**config.mk**
```make
export PLATFORM = sky130hd
export DESIGN_NAME = cpd_ctrl
export DESIGN_NICKNAME = d
export VERILOG_FILES = /design/src/common/cpd_pkg.sv /design/src/common/cpd_ram_if.sv /design/src/rtl/cpd_ctrl.sv /design/src/rtl/cpd_ram_sleep.sv
export SDC_FILE = /design/constraint.sdc
export NUM_CORES = 1
export LEC_CHECK = 0
export ABC_AREA = 1
export ABC_CLOCK_PERIOD_IN_PS = 5300
export CORE_MARGIN = 3
export CORE_UTILIZATION = 50
export CTS_CLUSTER_SIZE = 24
export DETAILED_ROUTE_END_ITERATION = 8
export DONT_BUFFER_PORTS = 1
export SKIP_CTS_REPAIR_TIMING = 1
export SYNTH_ARGS = -nofsm -noshare
export SYNTH_HDL_FRONTEND = slang
export SYNTH_HIERARCHICAL = 1
export SYNTH_SLANG_ARGS = --single-unit
```
**constraint.sdc**
```tcl
create_clock -name core_clk_i -period 5.3 [get_ports core_clk_i]
set_input_delay 0.265 -clock core_clk_i [delete_from_list [all_inputs] [get_ports core_clk_i]]
set_output_delay 0.265 -clock core_clk_i [all_outputs]
set_load 0.01 [all_outputs]
```
**src/common/cpd_pkg.sv**
```systemverilog
// constants and types of the cluster power domain control block
package cpd_pkg;
    // register byte offsets
    localparam logic [15:0] OFF_STEP = 16'h0008;
    localparam logic [15:0] OFF_SETTLE = 16'h0010;
    localparam logic [15:0] OFF_ROCC = 16'h0040;
    localparam logic [15:0] OFF_RUN = 16'h0080;
    localparam logic [15:0] OFF_STOP = 16'h0084;
    localparam logic [15:0] OFF_RUNNING = 16'h0088;
    localparam logic [15:0] OFF_SEQ_STAT = 16'h008C;
    localparam logic [15:0] OFF_RAM_BASE = 16'h1050;
    localparam logic [15:0] OFF_RAM_STRIDE = 16'h0100;
    // field layout
    localparam int CNT_W = 10;
    localparam int CAUSE_LSB = 16;
    localparam int LS_INHIBIT_BIT = 31;
    localparam int LS_DLY_LSB = 16;
    localparam int PO_INHIBIT_BIT = 15;
    localparam int PO_DLY_LSB = 0;
    localparam int DLY_W = 8;
    localparam logic [31:0] RAM_CFG_MASK = 32'h80FF_80FF;
    // reset values and minimum delay
    localparam logic [CNT_W-1:0] STEP_RST = 10'h002;
    localparam logic [CNT_W-1:0] SETTLE_RST = 10'h010;
    localparam logic [31:0] RAM_CFG_RST = 32'h0001_0001;
    localparam logic [DLY_W-1:0] DLY_MIN = 8'h01;
    // domain power state as reported by each domain
    localparam logic [1:0] PWR_OPER = 2'h0;
    localparam logic [1:0] PWR_CLK_STOP = 2'h1;
    localparam logic [1:0] PWR_DOWN = 2'h2;
    // reset origin codes
    localparam logic [1:0] CAUSE_COLD = 2'h0;
    localparam logic [1:0] CAUSE_WARM = 2'h1;
    localparam logic [1:0] CAUSE_WDOG = 2'h2;
    typedef enum logic [2:0] {
        SQ_IDLE, SQ_SETTLE, SQ_STEP0, SQ_STEP1, SQ_STEP2, SQ_HOLD, SQ_RUN
    } cpd_seq_e;
    typedef enum logic [1:0] {RS_ON, RS_SLEEP, RS_SHUT, RS_WAKE} cpd_ram_e;
endpackage

```
**src/common/cpd_ram_if.sv**
```systemverilog
// link between the controller and one domain's local RAM sleep logic
`timescale 1ns/1ps
`default_nettype none
interface cpd_ram_if;
    logic [31:0] cfg;
    logic [1:0] pwr;
    logic sleep;
    logic shut;
    logic hold;
    modport ctl (input cfg, input pwr, output sleep, output shut, output hold);
    modport top (output cfg, output pwr, input sleep, input shut, input hold);
endinterface
`default_nettype wire

```
**src/rtl/cpd_ctrl.sv**
```systemverilog
// cluster power domain control: reset record, thread run control, RAM sleep, sequencer
`timescale 1ns/1ps
`default_nettype none
module cpd_ctrl #(
    parameter int NUM_DOMAINS = 2,
    parameter int NUM_DEVS = 4,
    parameter int NUM_THREADS = 2
) (
    // clock and reset
    input wire logic core_clk_i,
    input wire logic rst_i,
    // apb slave
    input wire logic [15:0] paddr_i,
    input wire logic psel_i,
    input wire logic penable_i,
    input wire logic pwrite_i,
    input wire logic [31:0] pwdata_i,
    output logic [31:0] prdata_o,
    output logic pready_o,
    output logic pslverr_o,
    // reset detection
    input wire logic [NUM_DEVS-1:0] dev_rst_i,
    input wire logic [1:0] rst_cause_i,
    // thread control
    input wire logic core_rst_i,
    input wire logic hw_run_clr_i,
    input wire logic dbg_run_clr_i,
    output logic [NUM_THREADS-1:0] thread_running_o,
    // domain sequencer
    input wire logic seq_start_i,
    input wire logic seq_stop_i,
    output logic supply_switch_on_o,
    output logic domain_up_o,
    // local RAMs
    input wire logic [2*NUM_DOMAINS-1:0] dom_pwr_state_i,
    output logic [NUM_DOMAINS-1:0] ram_sleep_o,
    output logic [NUM_DOMAINS-1:0] ram_shut_o
);
    function automatic logic addr_hit(input logic [15:0] a, input logic [15:0] off);
        addr_hit = a == off;
    endfunction

    ////////////////////////////////////////////////////////////////////////
    // bus decode
    wire setup = psel_i & ~penable_i;
    wire acc = psel_i & penable_i & pready_o;
    wire wr = acc & pwrite_i;
    wire rd = acc & ~pwrite_i;
    wire hit_step = addr_hit(paddr_i, cpd_pkg::OFF_STEP);
    wire hit_settle = addr_hit(paddr_i, cpd_pkg::OFF_SETTLE);
    wire hit_rocc = addr_hit(paddr_i, cpd_pkg::OFF_ROCC);
    wire hit_run = addr_hit(paddr_i, cpd_pkg::OFF_RUN);
    wire hit_stop = addr_hit(paddr_i, cpd_pkg::OFF_STOP);
    wire hit_running = addr_hit(paddr_i, cpd_pkg::OFF_RUNNING);
    wire hit_stat = addr_hit(paddr_i, cpd_pkg::OFF_SEQ_STAT);
    logic [NUM_DOMAINS-1:0] hit_ram;
    logic [NUM_DOMAINS-1:0] ram_hold;
    logic [31:0] ram_cfg [NUM_DOMAINS];
    wire hit_any = hit_step | hit_settle | hit_rocc | hit_run | hit_stop | hit_running
        | hit_stat | (|hit_ram);

    ////////////////////////////////////////////////////////////////////////
    // configuration registers
    logic [cpd_pkg::CNT_W-1:0] step_cnt_cfg;
    logic [cpd_pkg::CNT_W-1:0] settle_cfg;

    always_ff @(posedge core_clk_i or posedge rst_i) begin
        if (rst_i) begin
            step_cnt_cfg <= cpd_pkg::STEP_RST;
            settle_cfg <= cpd_pkg::SETTLE_RST;
        end else begin
            if (wr && hit_step) begin
                step_cnt_cfg <= pwdata_i[cpd_pkg::CNT_W-1:0];
            end
            if (wr && hit_settle) begin
                settle_cfg <= pwdata_i[cpd_pkg::CNT_W-1:0];
            end
        end
    end

    ////////////////////////////////////////////////////////////////////////
    // per-domain RAM sleep registers and controllers
    genvar g;
    generate
        for (g = 0; g < NUM_DOMAINS; g++) begin : g_dom
            cpd_ram_if u_if ();
            assign hit_ram[g] = addr_hit(paddr_i, 16'(cpd_pkg::OFF_RAM_BASE
                + cpd_pkg::OFF_RAM_STRIDE * g));
            always_ff @(posedge core_clk_i or posedge rst_i) begin
                if (rst_i) begin
                    ram_cfg[g] <= cpd_pkg::RAM_CFG_RST;
                end else if (wr && hit_ram[g]) begin
                    ram_cfg[g] <= pwdata_i & cpd_pkg::RAM_CFG_MASK;
                end
            end
            assign u_if.cfg = ram_cfg[g];
            assign u_if.pwr = dom_pwr_state_i[2*g +: 2];
            assign ram_hold[g] = u_if.hold;
            assign ram_sleep_o[g] = u_if.sleep;
            assign ram_shut_o[g] = u_if.shut;
            cpd_ram_sleep u_ram (
                .core_clk_i(core_clk_i),
                .rst_i(rst_i),
                .rif(u_if.ctl)
            );
        end
    endgenerate

    ////////////////////////////////////////////////////////////////////////
    // reset detection
    logic [NUM_DEVS-1:0] rst_seen;
    logic [1:0] rst_cause;
    logic cause_taken;
    // only bits already returned by this read are cleared, so a reset that
    // lands between setup and access is kept; a new set wins over the clear
    wire [NUM_DEVS-1:0] rocc_clr = (rd && hit_rocc) ? prdata_o[NUM_DEVS-1:0] : '0;

    always_ff @(posedge core_clk_i or posedge rst_i) begin
        if (rst_i) begin
            rst_seen <= NUM_DEVS'(1);
            rst_cause <= cpd_pkg::CAUSE_COLD;
            cause_taken <= 1'b0;
        end else begin
            rst_seen <= (rst_seen & ~rocc_clr) | dev_rst_i;
            if (!cause_taken) begin
                rst_cause <= rst_cause_i;
                cause_taken <= 1'b1;
            end
        end
    end

    ////////////////////////////////////////////////////////////////////////
    // thread run and suspend
    logic [NUM_THREADS-1:0] run_req;
    logic [NUM_THREADS-1:0] running;
    wire run_clr = core_rst_i | hw_run_clr_i | dbg_run_clr_i;
    // a run bit for a thread that already runs is dropped at once
    wire [NUM_THREADS-1:0] run_set = (wr && hit_run)
        ? pwdata_i[NUM_THREADS-1:0] & ~running : '0;
    wire [NUM_THREADS-1:0] stop_set = (wr && hit_stop)
        ? pwdata_i[NUM_THREADS-1:0] & running : '0;
    wire [NUM_THREADS-1:0] run_take = run_req & ~running;
    wire [NUM_THREADS-1:0] next_run_req = run_clr ? '0 : run_set;
    wire [NUM_THREADS-1:0] next_running = core_rst_i ? '0
        : (running | run_take) & ~stop_set;

    always_ff @(posedge core_clk_i or posedge rst_i) begin
        if (rst_i) begin
            run_req <= '0;
            running <= '0;
            thread_running_o <= '0;
        end else begin
            run_req <= next_run_req;
            running <= next_running;
            thread_running_o <= next_running;
        end
    end

    ////////////////////////////////////////////////////////////////////////
    // domain sequencer
    cpd_pkg::cpd_seq_e sq;
    cpd_pkg::cpd_seq_e next_sq;
    logic [cpd_pkg::CNT_W-1:0] cnt;
    logic [cpd_pkg::CNT_W-1:0] next_cnt;
    wire cnt_zero = cnt == '0;
    wire [cpd_pkg::CNT_W-1:0] cnt_dec = cnt - 10'h001;

    always_comb begin
        next_sq = sq;
        next_cnt = cnt;
        case (sq)
            cpd_pkg::SQ_IDLE: begin
                if (seq_start_i) begin
                    next_sq = cpd_pkg::SQ_SETTLE;
                    next_cnt = settle_cfg;
                end
            end
            cpd_pkg::SQ_SETTLE: begin
                if (cnt_zero) begin
                    next_sq = cpd_pkg::SQ_STEP0;
                    next_cnt = step_cnt_cfg;
                end else begin
                    next_cnt = cnt_dec;
                end
            end
            cpd_pkg::SQ_STEP0, cpd_pkg::SQ_STEP1, cpd_pkg::SQ_STEP2: begin
                if (cnt_zero) begin
                    next_sq = cpd_pkg::cpd_seq_e'(sq + 3'h1);
                    next_cnt = step_cnt_cfg;
                end else begin
                    next_cnt = cnt_dec;
                end
            end
            cpd_pkg::SQ_HOLD: begin
                // RAMs waking in any domain keep the move to run back
                if (ram_hold == '0) begin
                    next_sq = cpd_pkg::SQ_RUN;
                end
            end
            cpd_pkg::SQ_RUN: next_sq = cpd_pkg::SQ_RUN;
            default: next_sq = cpd_pkg::SQ_IDLE;
        endcase
        if (seq_stop_i) begin
            next_sq = cpd_pkg::SQ_IDLE;
            next_cnt = '0;
        end
    end

    always_ff @(posedge core_clk_i or posedge rst_i) begin
        if (rst_i) begin
            sq <= cpd_pkg::SQ_IDLE;
            cnt <= '0;
            supply_switch_on_o <= 1'b0;
            domain_up_o <= 1'b0;
        end else begin
            sq <= next_sq;
            cnt <= next_cnt;
            supply_switch_on_o <= next_sq != cpd_pkg::SQ_IDLE;
            domain_up_o <= next_sq == cpd_pkg::SQ_RUN;
        end
    end

    ////////////////////////////////////////////////////////////////////////
    // read data and bus answer
    logic [31:0] rd_ram;
    always_comb begin
        rd_ram = '0;
        for (int d = 0; d < NUM_DOMAINS; d++) begin
            rd_ram = rd_ram | (hit_ram[d] ? ram_cfg[d] : '0);
        end
    end
    // run and stop read as zero; writes to read-only words fall through
    wire [31:0] rd_data = hit_step ? 32'(step_cnt_cfg)
        : hit_settle ? 32'(settle_cfg)
        : hit_rocc ? (32'(rst_seen) | (32'(rst_cause) << cpd_pkg::CAUSE_LSB))
        : hit_running ? 32'(running)
        : hit_stat ? 32'(sq)
        : rd_ram;

    always_ff @(posedge core_clk_i or posedge rst_i) begin
        if (rst_i) begin
            prdata_o <= '0;
            pready_o <= 1'b0;
            pslverr_o <= 1'b0;
        end else begin
            pready_o <= setup;
            if (setup) begin
                prdata_o <= pwrite_i ? '0 : rd_data;
                pslverr_o <= ~hit_any;
            end
        end
    end
endmodule
`default_nettype wire

```
**src/rtl/cpd_ram_sleep.sv**
```systemverilog
// local RAM sleep and shutdown control with wake-up hold for one domain
`timescale 1ns/1ps
`default_nettype none
module cpd_ram_sleep (
    // clock and reset
    input wire logic core_clk_i,
    input wire logic rst_i,
    // controller side
    cpd_ram_if.ctl rif
);
    cpd_pkg::cpd_ram_e state;
    cpd_pkg::cpd_ram_e next_state;
    logic [cpd_pkg::DLY_W-1:0] cnt;
    logic [cpd_pkg::DLY_W-1:0] next_cnt;
    wire ls_ok = ~rif.cfg[cpd_pkg::LS_INHIBIT_BIT];
    wire po_ok = ~rif.cfg[cpd_pkg::PO_INHIBIT_BIT];
    wire [cpd_pkg::DLY_W-1:0] ls_raw = rif.cfg[cpd_pkg::LS_DLY_LSB +: cpd_pkg::DLY_W];
    wire [cpd_pkg::DLY_W-1:0] po_raw = rif.cfg[cpd_pkg::PO_DLY_LSB +: cpd_pkg::DLY_W];
    // a zero delay field still gives the RAMs one clock
    wire [cpd_pkg::DLY_W-1:0] ls_dly = (ls_raw == '0) ? cpd_pkg::DLY_MIN : ls_raw;
    wire [cpd_pkg::DLY_W-1:0] po_dly = (po_raw == '0) ? cpd_pkg::DLY_MIN : po_raw;
    wire is_oper = rif.pwr == cpd_pkg::PWR_OPER;
    wire is_stop = rif.pwr == cpd_pkg::PWR_CLK_STOP;
    wire is_down = rif.pwr == cpd_pkg::PWR_DOWN;

    always_comb begin
        next_state = state;
        next_cnt = cnt;
        case (state)
            cpd_pkg::RS_ON: begin
                if (is_stop && ls_ok) begin
                    next_state = cpd_pkg::RS_SLEEP;
                end else if (is_down && po_ok) begin
                    next_state = cpd_pkg::RS_SHUT;
                end
            end
            cpd_pkg::RS_SLEEP: begin
                if (is_down && po_ok) begin
                    next_state = cpd_pkg::RS_SHUT;
                end else if (is_oper) begin
                    next_state = cpd_pkg::RS_WAKE;
                    next_cnt = ls_dly;
                end
            end
            cpd_pkg::RS_SHUT: begin
                // clock-stopped alone does not lift shutdown
                if (is_oper) begin
                    next_state = cpd_pkg::RS_WAKE;
                    next_cnt = po_dly;
                end
            end
            cpd_pkg::RS_WAKE: begin
                if (cnt == cpd_pkg::DLY_MIN) begin
                    next_state = cpd_pkg::RS_ON;
                end else begin
                    next_cnt = cnt - cpd_pkg::DLY_MIN;
                end
            end
            default: next_state = cpd_pkg::RS_ON;
        endcase
    end

    always_ff @(posedge core_clk_i or posedge rst_i) begin
        if (rst_i) begin
            state <= cpd_pkg::RS_ON;
            cnt <= '0;
            rif.sleep <= 1'b0;
            rif.shut <= 1'b0;
            rif.hold <= 1'b0;
        end else begin
            state <= next_state;
            cnt <= next_cnt;
            rif.sleep <= next_state == cpd_pkg::RS_SLEEP;
            rif.shut <= next_state == cpd_pkg::RS_SHUT;
            rif.hold <= next_state == cpd_pkg::RS_WAKE;
        end
    end
endmodule
`default_nettype wire

```
==> flow_summary.yaml <==
run_status:
  status: "completed"
power_and_ir_drop:
  combPwrFrac_pct: 31.7
  p_switching_mw: 1.30
  max-vdd-ir-drop_v: 0.000274
  p_int_mw: 2.18
  p_sw_share_pct: 37.3
  power_density_nw_per_um2: 432
  sequentialPowerShare_pct: 34.2
  p_leak_nw: 4.04
  clkPwrFrac_pct: 34.1
critical_path:
  cp.required_ps: 5590
  cpPeakStageDelay_ps: 660
  cp_max_fo: 11
  path_delay_family: "simple AND/OR/NAND/NOR gates"
  worstSetupPathDepth: 11
  critPathKind: "flip-flop to flip-flop"
  arrival_ps: 2760
  path_buf_inv: 1
  crit_path_frequent_cell: "nand2_1"
  crit_start: "cnt[0]"
  r2r_start: "cnt[0]"
  end_kind: "flip-flop"
  critPathLaunchType: "flip-flop"
  crit_chain: "inv_1, ha_1, nand2_1, nor2_2, nand3_1, nor2_1, nand2_1, nand3b_1, nand2_1, nand2_1, nand3_1"
  cp_slowest_cell: "nor2_1"
  reg2reg_depth: 11
route:
  avgViaCountPerCell: 5.45
  drtPass1Iterations: 5
  vias: 6465
  drtIter0Drc: 578
  post_drt_wl_per_cell_um: 16.6
  drt.antenna.violating_nets: 0
  drc: 0
  drt_wl_total_um: 19700
yosys:
  synthArstFlopShare_pct: 100
  netlist_instances: 990
  synthAdderAreaFrac_pct: 1.70
  synth_flop_cell: "dfrtp_1"
  yosysTopAreaCellShare_pct: 41.8
  synth_edf_count: 0
  synth-simple-area-share_pct: 30.4
  synth_top_family_by_area: "simple AND/OR/NAND/NOR gates"
  seq_area_frac_synth_pct: 44.3
  synth_warnings: 6
  synth_xor_xnor_area_share_pct: 0.832
  synth_cell_types: 43
  synthTopCellsByArea: "dfrtp_1 (42%), nand2_1 (15%), o21ai_0 (7.9%)"
  synth_area_um2: 7370
  syn_avg_cell_area_um2: 7.44
  synth_compound_area_share_pct: 12.7
  yosys_register_bits: 130
  synth_mux_area_share_pct: 0.153
  yosys.area.top_type: "dfrtp_1"
global_route:
  grt_max_degree: 58
  grt_pass1_vias: 6186
  overflow: 0
  grt_pass1_wl_um: 32500
  grt_antenna_before_repair: 0
  track_usage_pct: 25.3
floorplan:
  initial_core_util_pct: 52.1
  io_pins: 110
  rows: 43
  core_area_um2: 14100
  dieArea_um2: 16200
  die_w_um: 127
  die_y_um: 127
hold_path:
  min-delay-path-class: "input port to flip-flop"
  min_from: "rst_cause_i[0]"
  holdPathStages: 2
cts:
  numCtsBuffers: 17
  cts_root_buf: "clkbuf_16"
  cts_tree: "done"
  cts_buffer_depth: 2
  insertion_delay_ps: 420
  htreeDepth: 4
  path_clk_slew_ps: 60
  cts_sinks: 130
placement:
  hpwl_um: 14300
  gp_congestion: 0.929
  dp_cells: 1145
  io_buffers: 0
sta:
  max_slew.worst_pin.slew_ps: 934
  finalCritPeriodShare_pct: 46.6
  fin_skew_ps: 11.4
  fin_crit_ps: 2470
  hold_viol_final: 0
  finalMaxSlewViolations: 0
  tns_ps: 0
  rsz0062_at_grt: "no"
  slew_headroom_pct: 37.6
  max_freq_mhz: 405
  setup_viol: 0
cells_and_area:
  antenna_cells: 0
  fin_nets: 1071
  seqCellArea_um2: 3260
  utilization_pct: 57.0
  drive_above_1_share_pct: 8.15
  final-instance-count-excl-fill: 1186
  multi_input_comb_area_um2: 3430
  syn_to_final_growth_pct: 9.56
  fillCellCount: 1317
flow_run:
  cap_violations: 0
power groups by stage:
| stage | logic [mW] | registers, mW | clock network, mW |
|---|---|---|---|
| floorplan | 0.894 | 1.17 | 0 |
| global placement | 1.07 | 1.20 | 0 |
| finish | 1.10 | 1.19 | 1.19 |
| detailed placement | 1.09 | 1.21 | 0 |
| global route | 1.26 | 1.20 | 1.25 |
| CTS | 1.09 | 1.19 | 1.20 |
cells in the mapped netlist, types with 4 or more instances:
cell type and number:
nand3_1 74, inv_2 4, a21o_1 4, dfrtp_1 123, o21bai_1 4, nor2_1 99
buf_6 4, o21ai_0 117, nand4_1 11, dfstp_2 7, xor2_1 5, o21ai_1 6
buf_2 7, ha_1 10, inv_1 108, buf_4 21, a22o_1 4, clkbuf_1 6
nor2_4 5, nand2_2 7, nor2_2 12, nand2_1 286, o211ai_1 7, nor3_1 9
a21oi_1 20
layer usage:
metal | track usage (%) | share of wire (%) | up-vias
li1 | - | - | 3161
met1 | 37.1 | 48 | 3073
met2 | 37.5 | 44 | 216
met3 | 6.69 | 6.9 | 15
met4 | 5.87 | 1.1 | 0
met5 | 0 | 0 | -
registers in the layout, indices dropped and copies added (netlist names), 3 cells and up:
name / count
cnt: 10
g_dom.u_if.cfg: 36
step_cnt_cfg: 10
g_dom.u_ram/cnt: 16
rst_seen: 4
sq: 3
g_dom.u_ram/state: 4
settle_cfg: 10
prdata_o: 20
path summary, 6_finish.rpt:
kind	endpoint	slack (ps)
worst min register to register	settle_cfg[5]	480
min in group asynchronous	g_dom[1].u_ram/cnt[4]	420
worst max-delay path	supply_switch_on_o	2830
worst min-delay path	rst_cause[0]	5
max in group asynchronous	g_dom[0].u_if.cfg[6]	3670
worst max register to register	supply_switch_on_o	2830
worst register-to-register path, stage by stage, from the launching register on:
cell and delay (ps):
dfrtp_1 430, inv_1 140, ha_1 200, nand2_1 70, nor2_2 180, nand3_1 150, nor2_1 660, nand2_1 140
nand3b_1 130, nand2_1 70, nand2_1 80, nand3_1 80
cell families (layout without fill, tap and decap cells):
kind of cell / after synthesis / after routing
AND/OR/NAND/NOR: 515 / 515
buffers and inverters: 155 / 160
multiplexers: 1 / 1
XOR/XNOR: 7 / 7
other: 2 / 13
flip-flops: 130 / 130
AO/OA/AOI/OAI: 170 / 170
adder cells (fa/ha/maj): 10 / 10
metrics by stage:
step	instance area [µm²]	worst slack [ps]	hold slack (ps)	power, mW
global route	8070	2610	13.1	3.71
global placement	7390	2940	222	2.27
finish	8070	2830	5.09	3.48
floorplan	7410	2310	142	2.07
detailed placement	7390	2900	234	2.29
CTS	7980	2890	-212	3.49
cells in the final DEF (no fill, tap or decap), types with 11 or more instances in the layout:
cell type,n
a21oi_1,20
clkbuf_16,17
conb_1,13
dfrtp_1,123
inv_1,107
nand2_1,286
nand3_1,74
nand4_1,11
nor2_1,99
nor2_2,12
o21ai_0,117
final cells by class:
type | instances | area share, %
flip-flops and latches | 130 | 40.4
inverters | 117 | 5.72
repair buffers | 11 | 1.30
multi-input cells | 716 | 42.4
clock buffers | 22 | 5.63
clock inverters | 10 | 1.69
well taps | 180 | 2.79
(Power assumes the default switching activity.)
